### src/shared/perf_feac_defines.svh
// Register offsets, field positions, reset values and counts for the counters and alarm channel
`ifndef PERF_FEAC_DEFINES_SVH
`define PERF_FEAC_DEFINES_SVH

`define ADDR_W 8
`define DATA_W 8
`define OFF_FAR_ERR_CNT 8'h02
`define OFF_PARITY_FRAME_CNT 8'h03
`define OFF_PATH_PARITY_CNT 8'h04
`define OFF_ALARM_TX_CTRL 8'h05
`define BIT_EXT_ENABLE 7
`define BIT_START 6
`define MSG_MSB 5
`define MSG_W 6
`define RST_ALARM_TX_CTRL 8'h00
`define RST_COUNT 8'h00
`define FEAC_WORD_W 16
`define FEAC_REPEATS 10
`define FEAC_TRAIL_ONES 8'hff

`endif

### src/shared/perf_feac_pkg.sv
// Types shared by the performance counter and alarm channel logic
package perf_feac_pkg;
    typedef enum logic [2:0] {
        CH_IDLE = 3'b001,
        CH_SEND = 3'b010,
        CH_TAIL = 3'b100
    } feac_state_e;
endpackage

### src/hw/perf_feac_core.sv
// Receive performance counters and alarm channel transmit control
// Behaviour
// - Each counter is read-only, 8 bits, stops at 255, clears when read.
// - Indications during read or increment are held, giving one later increment.
// - Parity mode: counter 02 counts frames with any C10-C12 bit zero.
// - Legacy mode: counter 02 counts each F-bit error.
// - Legacy mode: counters 02 and 03 freeze during loss of signal or frame.
// - Parity mode: counter 03 counts frames with majority C-bit parity mismatch.
// - Parity mode: each C-bit parity error sends a far error report unless disabled.
// - Legacy mode: counter 03 counts received frames.
// - Counter 04 counts frames with P1 or P2 parity mismatch.
// - P-bit parity errors never send a far error report.
// - Counter 04 freezes during loss of signal or frame in both modes.
// - Bit 7 of 05 enables the extended controls above 07H.
// - Start bit 6 of 05 repeats the 16-bit alarm word in C3.
// - Ten-repeat option set with bit 7 of 05 set: send word 10 times, then clear start.
// - Option clear: after start clears send 10 more words, then C3 idles one.
// - Word is 0, message bits 5..0, 0, then eight ones.
// - Bit 7 of 01 suppresses far error reports.
// - Bit 3 of 01 picks legacy mode when one, parity mode when zero.
`timescale 1ns/1ps
`default_nettype none
`include "perf_feac_defines.svh"
module perf_feac_core (
    input wire logic clk_i,                          // 200 MHz clock
    input wire logic arst_n_i,                       // Async reset, active low
    input wire logic [`ADDR_W-1:0] addr_i,           // Register address
    input wire logic rd_en_i,                        // Read strobe, one cycle
    input wire logic wr_en_i,                        // Write strobe, one cycle
    input wire logic [`DATA_W-1:0] wdata_i,          // Write data
    output logic [`DATA_W-1:0] rdata_o,              // Read data, valid cycle after strobe
    input wire logic legacy_multiplex_mode_select_i, // Legacy mode when high
    input wire logic far_error_report_disable_i,     // Suppress far error reports
    input wire logic ten_repeat_option_i,            // Send alarm word exactly 10 times when extended controls are enabled
    input wire logic frame_i,                        // Received frame pulse
    input wire logic far_error_ind_i,                // Frame with a C10-C12 zero, pulse
    input wire logic fbit_err_i,                     // F-bit error, pulse
    input wire logic cpar_err_i,                     // C-bit parity majority error, pulse
    input wire logic ppar_err_i,                     // P-bit parity error, pulse
    input wire logic los_i,                          // Loss of signal, level
    input wire logic oof_i,                          // Out of frame, level
    input wire logic c3_slot_i,                      // Transmit C3 bit slot, pulse
    output logic c3_bit_o,                           // Transmit C3 bit value
    output logic far_error_tx_o,                     // Far error report request, pulse
    output logic extended_features_enable_o          // Extended controls enabled
);
    import perf_feac_pkg::*;

    localparam logic [3:0] LAST_REP = 4'(`FEAC_REPEATS - 1);
    localparam logic [`DATA_W-1:0] RST_CTRL = `RST_ALARM_TX_CTRL;

    logic [`DATA_W-1:0] far_err_count;
    logic [`DATA_W-1:0] parity_frame_count;
    logic [`DATA_W-1:0] path_parity_count;
    logic extended_features_enable;
    logic start_bit;
    logic [`MSG_W-1:0] feac_msg;
    feac_state_e state;
    logic [3:0] bit_idx;
    logic [3:0] rep;
    logic tail_skip;
    logic [`FEAC_WORD_W-1:0] word_sr;
    logic [`FEAC_WORD_W-1:0] fresh_word;
    logic signal_lost;
    logic legacy_hold;
    logic ten_eff;
    logic word_done;
    logic hw_start_clr;
    logic rd_far, rd_pf, rd_pp;
    logic wr_ctrl;
    logic [3:0] next_bit_idx;
    logic fe_evt, pf_evt;

    function automatic logic [`FEAC_WORD_W-1:0] feac_word(input logic [`MSG_W-1:0] m);
        feac_word = {1'b0, m, 1'b0, `FEAC_TRAIL_ONES};
    endfunction

    assign fresh_word = feac_word(feac_msg);

    assign signal_lost = los_i | oof_i;
    assign legacy_hold = legacy_multiplex_mode_select_i & signal_lost;
    assign rd_far = rd_en_i && addr_i == `OFF_FAR_ERR_CNT;
    assign rd_pf = rd_en_i && addr_i == `OFF_PARITY_FRAME_CNT;
    assign rd_pp = rd_en_i && addr_i == `OFF_PATH_PARITY_CNT;
    assign wr_ctrl = wr_en_i && addr_i == `OFF_ALARM_TX_CTRL;
    // Option register sits above 07H, so it only acts in extended mode
    assign ten_eff = ten_repeat_option_i & extended_features_enable;
    assign word_done = c3_slot_i && state != CH_IDLE && bit_idx == 4'hf;
    assign next_bit_idx = (c3_slot_i && state != CH_IDLE) ? bit_idx + 4'h1 : bit_idx;
    assign hw_start_clr = state == CH_SEND && ten_eff && word_done && rep == LAST_REP;

    // Counter meaning follows the mode select
    assign fe_evt = legacy_multiplex_mode_select_i ? fbit_err_i : far_error_ind_i;
    assign pf_evt = legacy_multiplex_mode_select_i ? frame_i : cpar_err_i;

    sat_clr_counter #(.WIDTH(`DATA_W)) u_far_err (
        .clk_i(clk_i),
        .arst_n_i(arst_n_i),
        .evt_i(fe_evt),
        .hold_i(legacy_hold),
        .clr_i(rd_far),
        .count_o(far_err_count)
    );

    sat_clr_counter #(.WIDTH(`DATA_W)) u_parity_frame (
        .clk_i(clk_i),
        .arst_n_i(arst_n_i),
        .evt_i(pf_evt),
        .hold_i(legacy_hold),
        .clr_i(rd_pf),
        .count_o(parity_frame_count)
    );

    sat_clr_counter #(.WIDTH(`DATA_W)) u_path_parity (
        .clk_i(clk_i),
        .arst_n_i(arst_n_i),
        .evt_i(ppar_err_i),
        .hold_i(signal_lost),
        .clr_i(rd_pp),
        .count_o(path_parity_count)
    );

    // Read data captured on the read edge, before the clear lands
    always_ff @(posedge clk_i or negedge arst_n_i) begin
        if (!arst_n_i) begin
            rdata_o <= '0;
        end else if (rd_en_i) begin
            unique case (addr_i)
                `OFF_FAR_ERR_CNT: rdata_o <= far_err_count;
                `OFF_PARITY_FRAME_CNT: rdata_o <= parity_frame_count;
                `OFF_PATH_PARITY_CNT: rdata_o <= path_parity_count;
                `OFF_ALARM_TX_CTRL: rdata_o <= {extended_features_enable, start_bit, feac_msg};
                default: rdata_o <= '0;
            endcase
        end
    end

    always_ff @(posedge clk_i or negedge arst_n_i) begin
        if (!arst_n_i) begin
            extended_features_enable <= RST_CTRL[`BIT_EXT_ENABLE];
            feac_msg <= RST_CTRL[`MSG_MSB:0];
        end else if (wr_ctrl) begin
            extended_features_enable <= wdata_i[`BIT_EXT_ENABLE];
            feac_msg <= wdata_i[`MSG_MSB:0];
        end
    end

    // A software write of the start bit wins over the automatic clear
    always_ff @(posedge clk_i or negedge arst_n_i) begin
        if (!arst_n_i) begin
            start_bit <= 1'b0;
        end else if (wr_ctrl) begin
            start_bit <= wdata_i[`BIT_START];
        end else if (hw_start_clr) begin
            start_bit <= 1'b0;
        end
    end

    always_ff @(posedge clk_i or negedge arst_n_i) begin
        if (!arst_n_i) begin
            extended_features_enable_o <= 1'b0;
        end else begin
            extended_features_enable_o <= extended_features_enable;
        end
    end

    // P-bit parity errors never reach the transmit report path
    always_ff @(posedge clk_i or negedge arst_n_i) begin
        if (!arst_n_i) begin
            far_error_tx_o <= 1'b0;
        end else begin
            far_error_tx_o <= !far_error_report_disable_i &&
                ((cpar_err_i && !legacy_multiplex_mode_select_i) || fbit_err_i);
        end
    end

    // Alarm channel sequencer; words always finish, state changes only count whole words
    always_ff @(posedge clk_i or negedge arst_n_i) begin
        if (!arst_n_i) begin
            state <= CH_IDLE;
            rep <= 4'h0;
            tail_skip <= 1'b0;
        end else begin
            unique case (state)
                CH_IDLE: begin
                    rep <= 4'h0;
                    tail_skip <= 1'b0;
                    if (start_bit) begin
                        state <= CH_SEND;
                    end
                end
                CH_SEND: begin
                    if (hw_start_clr) begin
                        state <= CH_IDLE;
                    end else if (!start_bit) begin
                        state <= CH_TAIL;
                        rep <= 4'h0;
                        tail_skip <= next_bit_idx != 4'h0;
                    end else if (word_done) begin
                        rep <= rep + 4'h1;
                    end
                end
                CH_TAIL: begin
                    if (word_done) begin
                        if (tail_skip) begin
                            tail_skip <= 1'b0;
                        end else if (rep == LAST_REP) begin
                            state <= CH_IDLE;
                        end else begin
                            rep <= rep + 4'h1;
                        end
                    end
                end
                default: state <= CH_IDLE;
            endcase
        end
    end

    always_ff @(posedge clk_i or negedge arst_n_i) begin
        if (!arst_n_i) begin
            bit_idx <= 4'h0;
            word_sr <= '1;
            c3_bit_o <= 1'b1;
        end else if (c3_slot_i) begin
            if (state == CH_IDLE) begin
                bit_idx <= 4'h0;
                c3_bit_o <= 1'b1;
            end else if (bit_idx == 4'h0) begin
                bit_idx <= next_bit_idx;
                word_sr <= fresh_word << 1;
                c3_bit_o <= fresh_word[`FEAC_WORD_W-1];
            end else begin
                bit_idx <= next_bit_idx;
                word_sr <= word_sr << 1;
                c3_bit_o <= word_sr[`FEAC_WORD_W-1];
            end
        end
    end

    chk_read_clears: assert property (@(posedge clk_i) disable iff (!arst_n_i)
        rd_far |=> far_err_count == 8'h00)
        else $error("read did not clear counter 02");
    chk_read_value: assert property (@(posedge clk_i) disable iff (!arst_n_i)
        rd_pp |=> rdata_o == $past(path_parity_count))
        else $error("read did not return pre-clear count");
    chk_legacy_freeze: assert property (@(posedge clk_i) disable iff (!arst_n_i)
        legacy_hold && !rd_pf |=> $stable(parity_frame_count))
        else $error("legacy counter moved during loss");
    chk_path_freeze: assert property (@(posedge clk_i) disable iff (!arst_n_i)
        signal_lost && !rd_pp |=> $stable(path_parity_count))
        else $error("P-bit counter moved during loss");
    chk_frame_count: assert property (@(posedge clk_i) disable iff (!arst_n_i)
        legacy_multiplex_mode_select_i && frame_i && !signal_lost && !rd_pf &&
        parity_frame_count == 8'h00 |=> parity_frame_count == 8'h01)
        else $error("frame not counted in legacy mode");
    chk_report_sent: assert property (@(posedge clk_i) disable iff (!arst_n_i)
        cpar_err_i && !legacy_multiplex_mode_select_i && !far_error_report_disable_i |=> far_error_tx_o)
        else $error("parity error gave no far error report");
    chk_report_off: assert property (@(posedge clk_i) disable iff (!arst_n_i)
        far_error_report_disable_i |=> !far_error_tx_o)
        else $error("report sent while disabled");
    chk_ppar_silent: assert property (@(posedge clk_i) disable iff (!arst_n_i)
        ppar_err_i && !cpar_err_i && !fbit_err_i |=> !far_error_tx_o)
        else $error("P-bit error produced a report");
    chk_word_frame: assert property (@(posedge clk_i) disable iff (!arst_n_i)
        c3_slot_i && state != CH_IDLE && (bit_idx == 4'h0 || bit_idx == 4'h7) |=> !c3_bit_o)
        else $error("alarm word framing zero missing");
    chk_idle_ones: assert property (@(posedge clk_i) disable iff (!arst_n_i)
        c3_slot_i && state == CH_IDLE |=> c3_bit_o)
        else $error("idle channel not sending one");
    chk_ten_stop: assert property (@(posedge clk_i) disable iff (!arst_n_i)
        hw_start_clr && !wr_ctrl |=> !start_bit && state == CH_IDLE)
        else $error("start not cleared after ten words");
    chk_send_begin: assert property (@(posedge clk_i) disable iff (!arst_n_i)
        state == CH_IDLE && start_bit |=> state == CH_SEND)
        else $error("start did not begin sending");

    cov_saturate: cover property (@(posedge clk_i) disable iff (!arst_n_i)
        far_err_count == 8'hff ##1 rd_far);
    cov_ten_done: cover property (@(posedge clk_i) disable iff (!arst_n_i) hw_start_clr);
    cov_tail_done: cover property (@(posedge clk_i) disable iff (!arst_n_i)
        state == CH_TAIL ##1 state == CH_IDLE);
endmodule
`default_nettype wire

### src/hw/sat_clr_counter.sv
// Saturating clear-on-read event counter with a one-deep held indication
`timescale 1ns/1ps
`default_nettype none
module sat_clr_counter #(
    parameter int WIDTH = 8
) (
    input wire logic clk_i,                // System clock
    input wire logic arst_n_i,             // Async reset, active low
    input wire logic evt_i,                // Count indication, one-cycle pulse
    input wire logic hold_i,               // Freeze counting while high
    input wire logic clr_i,                // Read strobe, clears the count
    output logic [WIDTH-1:0] count_o       // Current count
);
    logic pending;

    function automatic logic [WIDTH-1:0] sat_inc(input logic [WIDTH-1:0] v);
        sat_inc = (&v) ? v : v + WIDTH'(1);
    endfunction

    // Indications seen during a read or an increment merge into one later step
    always_ff @(posedge clk_i or negedge arst_n_i) begin
        if (!arst_n_i) begin
            pending <= 1'b0;
        end else if (clr_i || hold_i) begin
            // A frozen counter drops indications outright, so nothing seen in a fault is counted later
            pending <= pending | (evt_i & !hold_i);
        end else if (pending) begin
            pending <= evt_i;
        end else begin
            pending <= 1'b0;
        end
    end

    always_ff @(posedge clk_i or negedge arst_n_i) begin
        if (!arst_n_i) begin
            count_o <= '0;
        end else if (clr_i) begin
            count_o <= '0;
        end else if (!hold_i && (evt_i || pending)) begin
            count_o <= sat_inc(count_o);
        end
    end

    chk_sat_stays: assert property (@(posedge clk_i) disable iff (!arst_n_i)
        (&count_o) && !clr_i |=> (&count_o))
        else $error("counter left saturation without a read");
    chk_held_single: assert property (@(posedge clk_i) disable iff (!arst_n_i)
        (clr_i && evt_i && !hold_i) ##1 (!clr_i && !hold_i && !evt_i) |=> count_o == WIDTH'(1))
        else $error("held indication not counted exactly once");
    chk_hold_stable: assert property (@(posedge clk_i) disable iff (!arst_n_i)
        hold_i && !clr_i |=> $stable(count_o))
        else $error("counter moved while held");
endmodule
`default_nettype wire

### config.mk
export PLATFORM = sky130hd
export DESIGN_NAME = perf_feac_core
export DESIGN_NICKNAME = d
export VERILOG_FILES = /design/src/shared/perf_feac_pkg.sv /design/src/hw/perf_feac_core.sv /design/src/hw/sat_clr_counter.sv
export VERILOG_INCLUDE_DIRS = /design/src /design/src/shared
export SDC_FILE = /design/constraint.sdc
export NUM_CORES = 1
export LEC_CHECK = 0
export BUFFER_PORTS_ARGS = -buffer_cell sky130_fd_sc_hd__buf_4
export CORE_UTILIZATION = 50
export CTS_BUF_LIST = sky130_fd_sc_hd__clkbuf_4 sky130_fd_sc_hd__clkbuf_8
export DETAILED_ROUTE_END_ITERATION = 6
export GPL_ROUTABILITY_DRIVEN = 0
export PLACE_DENSITY = 0.73
export SYNTH_ARGS = -nofsm -noshare
export SYNTH_HDL_FRONTEND = slang
export SYNTH_SLANG_ARGS = --single-unit
### constraint.sdc
create_clock -name clk_i -period 2.65 [get_ports clk_i]
set_input_delay 0.1325 -clock clk_i [delete_from_list [all_inputs] [get_ports clk_i]]
set_output_delay 0.1325 -clock clk_i [all_outputs]
set_load 0.02 [all_outputs]
==> qor.csv, run 1 <==
stage,metric,value,unit
status,run_status,"complete, no violations",
sta,min_period,2.07,ns
setup_path,crit_buf_inv,0,
worst_hold_path,hold_path_startpoint,wdata_i[4],
setup_path,critPathMaxStageDelay,0.43,ns
clock_network,cts_resized,0,
setup_path,worstSetupStartpointType,flip-flop,
layout,diodes,0,
floorplanning,fp.dieH,91.4,µm
placed_design,portBuffers,41,
flow_run,maxCapViolations,0,
global_routing,grt_pass1_wl,14200,µm
global_routing,grt_pass1_vias,2999,
setup_path,worstPathCellList,ha_1 -> and4_1 -> nand4_1 -> or3_4 -> nand2_4 -> mux2_4,
routing,drc,0,
sta,finalClockSkew,0.00558,ns
setup_path,critical_path.max_fanout,6,
layout,num-fill-cells,674,
placed_design,hpwl,5850,µm
setup_path,path_delay_family,simple AND/OR/NAND/NOR gates,
yosys,synth-edff-count,0,
sta,finalSetupViolCount,0,
global_routing,gr-total-overflow,0,
layout,final_nets,485,
sta,period_share,78.0,%
routing,drt_wl_total,8400,µm
yosys,ys_types,64,
clock_network,clock_path_buffers,2,
yosys,syn_avg_cell_area,9.88,µm²
floorplanning,dieArea,0.00835,mm²
clock_network,ctsRootBufferMaster,clkbuf_8,
power_and_ir_drop,power_density,746,mW/mm²
sta,relSlewSlack,38.8,%
setup_path,crit_required,2.89,ns
layout,final_area,0.00467,mm²
routing,via_per_inst,5.57,
floorplanning,core_area,0.00773,mm²
yosys,netlist_area,0.00399,mm²
sta,tightest_slew,0.918,ns
power_and_ir_drop,p_leak,0.00199,µW
clock_network,clk_pin_slew,0.08,ns
layout,final-instance-count-excl-fill,554,
setup_path,critical_path_class,flip-flop to flip-flop,
power_and_ir_drop,peakVddDrop,0.506,mV
worst_hold_path,hp-class,input port to flip-flop,
global_routing,grt_max_degree,75,
placed_design,dpl.cell_count,532,
floorplanning,ios,42,
setup_path,cp_slowest_cell,dfrtp_1,
setup_path,worstReg2RegStart,bit_idx[1],
layout,drive_gt1_share,24.1,%
yosys,syn_inst,404,
floorplanning,row_count,32,
placed_design,dpl_cell_area,0.00436,mm²
routing,first_pass_iters,4,
sta,timing.fmax,484,MHz
routing,drtIter0Drc,157,
setup_path,startpoint,bit_idx[1],
layout,synthToLayoutAreaGrowth,16.9,%
floorplanning,start_util,51.7,%
sta,fin_tns_setup,0,ns
clock_network,htreeDepth,3,
yosys,ys.flop_type,dfrtp_1,
sta,drv_slew,0,
yosys,syn-num-nets,442,
routing,vias,3084,
yosys,async_reset_ff_share,100,%
floorplanning,die_w,91.4,µm
setup_path,arrival,2.31,ns
yosys,synth_seq_cells,74,
routing,wl_per_cell,15.2,µm
clock_network,cts_tree,built,
clock_network,cts_inserted_buffers,9,
sta,hold_violations,0,
setup_path,cp-end-kind,flip-flop,
routing,drtAntennaViolNets,0,
yosys,seq_area_frac_synth,46.9,%
sta,rsz0062_at_grt,false,
clock_network,cts_sinks,74,
yosys,yosys_warnings,0,
global_routing,antenna_found_initial,0,
global_routing,grt_usage,21.5,%
clock_network,insertion_delay,0.35,ns
## layer usage
| metal | vias up | track usage [%] | wire, µm |
|---|---|---|---|
| met1 | 1494 | 27.6 | 3830 |
| met4 | 0 | 6.75 | 57 |
| li1 | 1519 | - | - |
| met2 | 65 | 36.1 | 4220 |
| met3 | 6 | 4.69 | 299 |
| met5 | - | 0 | 0 |
## worst register-to-register path, stage by stage, from the launching register on
cell	delay, ns
dfrtp_1	0.43
ha_1	0.28
and4_1	0.33
nand4_1	0.16
or3_4	0.39
nand2_4	0.08
mux2_4	0.29
## layout by cell type (no fill, tap or decap), types with 3 or more instances in the layout
master and instances:
a211oi_1 3, a21oi_1 34, and2_1 3, buf_4 44, bufinv_16 3, clkbuf_8 10, dfrtp_1 56, dfstp_2 18
dlygate4sd3_1 6, ha_1 7, inv_1 14, mux2_2 7, mux2i_1 22, nand2_1 24, nand2b_1 5, nand3_1 11
nand4_1 4, nor2_1 56, nor2b_1 7, nor3_1 10, nor3_2 3, nor4_1 4, o21ai_0 21, o22a_1 6
o22ai_1 6, or3_1 5, xnor2_1 14
## power by group
| group | internal, µW | switching (µW) |
|---|---|---|
| Clock | 654 | 433 |
| Combinational | 331 | 351 |
| Sequential | 1460 | 256 |
| Total | 2440 | 1040 |
## path summary, 6_finish.rpt
path | end | slack, ns | depth (start not counted)
worst max-delay path | rep[1] | 0.58 | 6
worst min-delay path | feac_msg[4] | 0.01 | 2
worst max register to register | rep[1] | 0.58 | 6
worst min register to register | extended_features_enable_o | 0.48 | 0
max in group asynchronous | u_parity_frame.count_o[7] | 1.59 | 2
min in group asynchronous | rep[2] | 0.46 | 2
## Yosys cell counts, types with 4 or more instances
master    instances  area, µm²
a21oi_1          34        170
buf_2             9       45.0
clkbuf_1          5       18.8
dfrtp_1          56       1400
dfstp_2          18        473
ha_1              7       87.6
inv_1            14       52.6
mux2_2            7       78.8
mux2i_1          22        220
nand2_1          24       90.1
nand2b_1          5       31.3
nand3_1          11       55.1
nand4_1           4       25.0
nor2_1           56        210
nor2b_1           7       43.8
nor3_1           10       50.1
nor4_1            4       25.0
o21ai_0          21        105
o22a_1            6       52.6
o22ai_1           6       37.5
or3_1             5       31.3
xnor2_1          14        123
## cell type report
cell class	count	area [µm²]	area share (%)
flip-flops and latches	74	1870	40.2
clock inverters	6	113	2.41
inverters	14	52.6	1.13
multi-input cells	298	1970	42.3
clock buffers	10	138	2.95
repair buffers	50	390	8.36
well taps	102	128	2.73
## flip-flops by register name, summed over array words and instances (netlist names), 3 cells and up
| register | count |
|---|---|
| rdata_o | 8 |
| u_parity_frame.count_o | 8 |
| feac_msg | 6 |
| u_far_err.count_o | 8 |
| u_path_parity.count_o | 8 |
| state | 3 |
| bit_idx | 4 |
| rep | 4 |
| word_sr | 16 |
## timing repair
action | 4_1_cts | 5_1_grt
setup buffers | 0 | 0
hold endpoints to repair | 60 | 1
setup endpoints to repair | 0 | 0
hold buffers | 5 | 1
## through the flow
step	hold WS (ns)	setup slack [ns]	utilization, %	power (µW)
floorplan	-0.163	0.817	-	2180
global placement	0.287	0.755	56.4	2370
detailed placement	0.284	0.625	56.4	2410
CTS	0.00229	0.603	60.3	3510
global route	0.000870	0.464	60.4	3690
finish	0.0146	0.582	60.4	3480
## kinds of logic after synthesis
group / Yosys count / share of synthesized area [%]
AND/OR/NAND/NOR: 153 / 19.9
multiplexers: 31 / 8.24
adder cells (fa/ha/maj): 8 / 2.44
AO/OA/AOI/OAI: 90 / 15.2
XOR/XNOR: 16 / 3.51
buffers and inverters: 32 / 3.76
flip-flops: 74 / 46.9
No activity file was read; power rests on OpenSTA's default activity.
==> inputs of run 2 (changes only) <==
PLACE_DENSITY = 0.75   (was 0.73)
clock period = 1.76 ns   (was 2.65 ns; I/O delays follow)
==> qor.csv, run 2 (same netlist as run 1, synthesis figures left out) <==
stage,metric,value,unit
status,run_status,"complete, no violations",
sta,timing.fmax,573,MHz
layout,seqCellArea,0.00187,mm²
routing,wl_per_cell,15.3,µm
sta,period_share,99.2,%
flow_run,maxCapViolations,0,
routing,via_per_inst,5.54,
power_and_ir_drop,power_density,1020,mW/mm²
clock_network,clk_pin_slew,0.08,ns
clock_network,clock_path_buffers,2,
sta,relSlewSlack,60.2,%
clock_network,cts_inserted_buffers,9,
clock_network,ctsRootBufferMaster,clkbuf_8,
layout,drive_gt1_share,30.0,%
layout,num-fill-cells,649,
sta,fin_ws,0.0146,ns
setup_path,cp-end-kind,flip-flop,
setup_path,critical_path_class,flip-flop to flip-flop,
setup_path,worstPathCellList,or4b_4 -> o22ai_4 -> o21a_4 -> nand2_4 -> mux2_4,
sta,whs,0.0526,ns
placed_design,hpwl,6520,µm
placed_design,dp_slack,-0.0214,ns
sta,hold_violations,0,
clock_network,cts_tree,built,
global_routing,grt_pass1_vias,3232,
setup_path,arrival,1.98,ns
setup_path,path_delay_family,simple AND/OR/NAND/NOR gates,
sta,finalSetupViolCount,0,
routing,first_pass_iters,4,
setup_path,cp_slowest_cell,or4b_4,
floorplanning,die_w,91.4,µm
setup_path,crit_buf_inv,0,
layout,diodes,0,
sta,tightest_slew,0.594,ns
setup_path,critPathMaxStageDelay,0.54,ns
layout,layout_common_cells,"buf_4 (73), nor2_1 (56), dfrtp_1 (56)",
clock_network,cts_sinks,74,
setup_path,crit_required,2.00,ns
sta,finalClockSkew,0.0105,ns
layout,final_nets,523,
sta,drv_slew,0,
global_routing,grt_usage,23.2,%
floorplanning,fp.dieH,91.4,µm
floorplanning,dieArea,0.00835,mm²
global_routing,grt_max_degree,39,
global_routing,grt_pass1_wl,15200,µm
sta,min_period,1.75,ns
global_routing,antenna_found_initial,0,
floorplanning,ios,42,
layout,layout_commonest_cell,buf_4,
worst_hold_path,hp-class,input port to flip-flop,
routing,drc,0,
floorplanning,start_util,51.7,%
routing,drtAntennaViolNets,0,
layout,multi_input_area,0.00202,mm²
sta,rsz0062_at_grt,true,
clock_network,insertion_delay,0.35,ns
clock_network,htreeDepth,3,
routing,drtIter0Drc,108,
power_and_ir_drop,peakVddDrop,0.685,mV
floorplanning,core_area,0.00773,mm²
layout,synthToLayoutAreaGrowth,25.0,%
floorplanning,row_count,32,
layout,top_register,word_sr,
routing,drt_wl_total,9050,µm
global_routing,gr-total-overflow,0,
routing,vias,3280,
setup_path,critical_path.max_fanout,3,
placed_design,portBuffers,41,
power_and_ir_drop,finalPower,5080,µW
sta,fin_tns_setup,0,ns
setup_path,worstSetupStartpointType,flip-flop,
layout,largest_reg_flops,16,
power_and_ir_drop,p_leak,0.00218,µW
[run 2: final timing paths]
check / start / slack, ns / to / cells past startpoint
max: tail_skip / 0.01 / rep[0] / 5
min: rd_en_i / 0.05 / rdata_o[6] / 2
max reg2reg: tail_skip / 0.01 / rep[0] / 5
min reg2reg: extended_features_enable / 0.47 / extended_features_enable_o / 0
max in group asynchronous: arst_n_i / 0.88 / word_sr[10] / 3
min in group asynchronous: arst_n_i / 0.26 / rep[1] / 2
[run 2: per-layer routing]
metal  global-route usage, %  routed length [µm]
met3                    5.78                 439
met1                    27.4                3850
met2                    41.5                4700
met4                    6.48                  62
met5                       0                   0
[run 2: report_power, final]
group	leakage, µW	switching [µW]	total [µW]	internal [µW]
registers	0.000936	353	2550	2190
logic	0.00113	619	1200	584
clock network	0.000104	664	1330	665
total	0.00218	1640	5080	3440
[run 2: area by class of cell]
class                      count  area share [%]
multi-input combinational    298            40.5
sequential                    74            37.5
timing repair buffer          88            14.4
tap                          102            2.56
clock buffer                   9            2.48
clock inverter                 7            1.53
inverter                      14            1.05
[run 2: stage by stage]
| stage | std cells | area (µm²) | utilization (%) |
|---|---|---|---|
| final | 592 | 4990 | 64.6 |
| after global routing | 592 | 4990 | 64.6 |
| after CTS | 592 | 4980 | 64.5 |
| after detailed placement | 560 | 4620 | 59.8 |
| after global placement | 560 | 4620 | 59.8 |
| after floorplan | 404 | 4030 | - |
[run 2: what timing repair did]
action,CTS,global route
gates resized for setup,1,4
hold endpoints to repair,46,0
hold buffers,13,0
pin swaps,2,0
setup buffers,3,0
endpoints found under the setup margin,2,5
==> inputs of run 3 (changes only) <==
HOLD_SLACK_MARGIN = 0.12   (was unset)
==> qor.csv, run 3 (same netlist as run 1, synthesis figures left out) <==
stage,metric,value,unit
setup_path,critical_path.max_fanout,3,
global_routing,gr-total-overflow,0,
sta,timing.fmax,573,MHz
routing,wl_per_cell,15.3,µm
global_routing,grt_pass1_wl,15300,µm
layout,multi_input_area,0.00202,mm²
sta,hold_violations,0,
routing,drtAntennaViolNets,0,
clock_network,ctsRootBufferMaster,clkbuf_8,
floorplanning,core_area,0.00773,mm²
layout,largest_reg_flops,16,
sta,relSlewSlack,59.9,%
setup_path,critical_path_class,flip-flop to flip-flop,
worst_hold_path,hp-class,input port to flip-flop,
floorplanning,fp.dieH,91.4,µm
layout,final_nets,527,
floorplanning,row_count,32,
routing,via_per_inst,5.52,
power_and_ir_drop,p_switching,1640,µW
clock_network,cts_tree,built,
setup_path,crit_buf_inv,0,
global_routing,antenna_found_initial,0,
clock_network,cts_inserted_buffers,9,
sta,min_period,1.75,ns
routing,drtIter0Drc,108,
clock_network,htreeDepth,3,
clock_network,cts_sinks,74,
power_and_ir_drop,switching_share,32.3,%
setup_path,cp-end-kind,flip-flop,
power_and_ir_drop,clkPwrFrac,26.2,%
layout,top_register,word_sr,
layout,diodes,0,
global_routing,grt_max_degree,39,
floorplanning,ios,42,
power_and_ir_drop,p_leak,0.00219,µW
global_routing,grt_usage,23.2,%
setup_path,worstPathCellList,or4b_4 -> o22ai_4 -> o21a_4 -> nand2_4 -> mux2_4,
power_and_ir_drop,peakVddDrop,0.684,mV
power_and_ir_drop,finalPower,5090,µW
sta,period_share,99.2,%
routing,first_pass_iters,4,
placed_design,portBuffers,41,
sta,fin_ws,0.0140,ns
setup_path,cp_slowest_cell,or4b_4,
power_and_ir_drop,power_density,1010,mW/mm²
status,run_status,"complete, no violations",
layout,seqCellArea,0.00187,mm²
placed_design,hpwl,6520,µm
clock_network,clk_pin_slew,0.08,ns
floorplanning,dieArea,0.00835,mm²
power_and_ir_drop,combPwrFrac,23.8,%
routing,vias,3288,
sta,finalClockSkew,0.00987,ns
clock_network,clock_path_buffers,2,
sta,drv_slew,0,
sta,tightest_slew,0.597,ns
power_and_ir_drop,power_frac_seq,50.0,%
setup_path,startpoint,tail_skip,
flow_run,maxCapViolations,0,
floorplanning,start_util,51.7,%
placed_design,dp_slack,-0.0214,ns
power_and_ir_drop,p_int,3450,µW
layout,drive_gt1_share,30.2,%
setup_path,worstSetupStartpointType,flip-flop,
clock_network,insertion_delay,0.35,ns
setup_path,arrival,1.99,ns
layout,layout_common_cells,"buf_4 (73), nor2_1 (56), dfrtp_1 (56)",
setup_path,critPathMaxStageDelay,0.54,ns
worst_hold_path,hold_path_startpoint,far_error_ind_i,
sta,fin_tns_setup,0,ns
layout,layout_commonest_cell,buf_4,
setup_path,crit_required,2.00,ns
global_routing,grt_pass1_vias,3258,
floorplanning,die_w,91.4,µm
routing,drc,0,
routing,drt_wl_total,9140,µm
layout,num-fill-cells,644,
setup_path,worstReg2RegStart,tail_skip,
setup_path,path_delay_family,simple AND/OR/NAND/NOR gates,
sta,finalSetupViolCount,0,
sta,rsz0062_at_grt,true,
layout,synthToLayoutAreaGrowth,26.2,%
## run 3: changes by cell type in the layout (fill, tap and decap cells not counted)
cell           previous run  this run
dlygate4sd3_1            13        17
nor2b_1                   7         5
nor2b_2                   0         2
## run 3: final timing paths
kind,depth (start not counted),slack [ns],end
min,4,0.18,u_far_err.pending
min in group asynchronous,2,0.26,rep[1]
max reg2reg,5,0.01,rep[0]
max,5,0.01,rep[0]
min reg2reg,0,0.48,extended_features_enable_o
max in group asynchronous,3,0.88,word_sr[11]
## run 3: area by class of cell
| class | count | share of cell area (%) |
|---|---|---|
| multi-input cells | 298 | 40.2 |
| flip-flops and latches | 74 | 37.2 |
| repair buffers | 92 | 15.1 |
| well taps | 102 | 2.53 |
| clock buffers | 9 | 2.46 |
| clock inverters | 7 | 1.52 |
| inverters | 14 | 1.04 |
## run 3: power by group through the flow
stage	Clock [µW]	Combinational (µW)	Sequential, µW
global route	1420	1360	2600
detailed placement	0	1160	2570
floorplan	0	802	2490
finish	1330	1210	2550
global placement	0	1100	2540
CTS	1360	1210	2540
## run 3: repair_timing
action,in CTS,in global routing
pin swaps,2,0
hold buffers,17,0
resized for setup,1,6
setup buffers,3,0
hold endpoints to repair,62,0
gates cloned,0,0
setup endpoints to repair,2,6
## run 3: metrics by stage
step                      area (µm²)  utilization [%]  std cells  hold WS (ns)
after floorplan                 4030                -        404        -0.208
after global placement          4620             59.8        560        0.0957
after detailed placement        4620             59.8        560         0.104
after CTS                       5020             65.0        596         0.171
after global routing            5040             65.2        596         0.213
final                           5040             65.2        596         0.185
## run 3: layer usage
layer / global-route usage, % / part of all wire, % / up-vias
met4: 6.48 / 0.81 / 0
met5: 0 / 0 / -
li1: - / - / 1604
met3: 5.70 / 3.9 / 8
met2: 41.9 / 52 / 75
met1: 27.4 / 44 / 1601
## run 3: worst min-delay path, delay by kind of cell
family	cells	cell delay [ns]
AO/OA/AOI/OAI	2	0.18
AND/OR/NAND/NOR	1	0.15
buffers and inverters	1	0.07
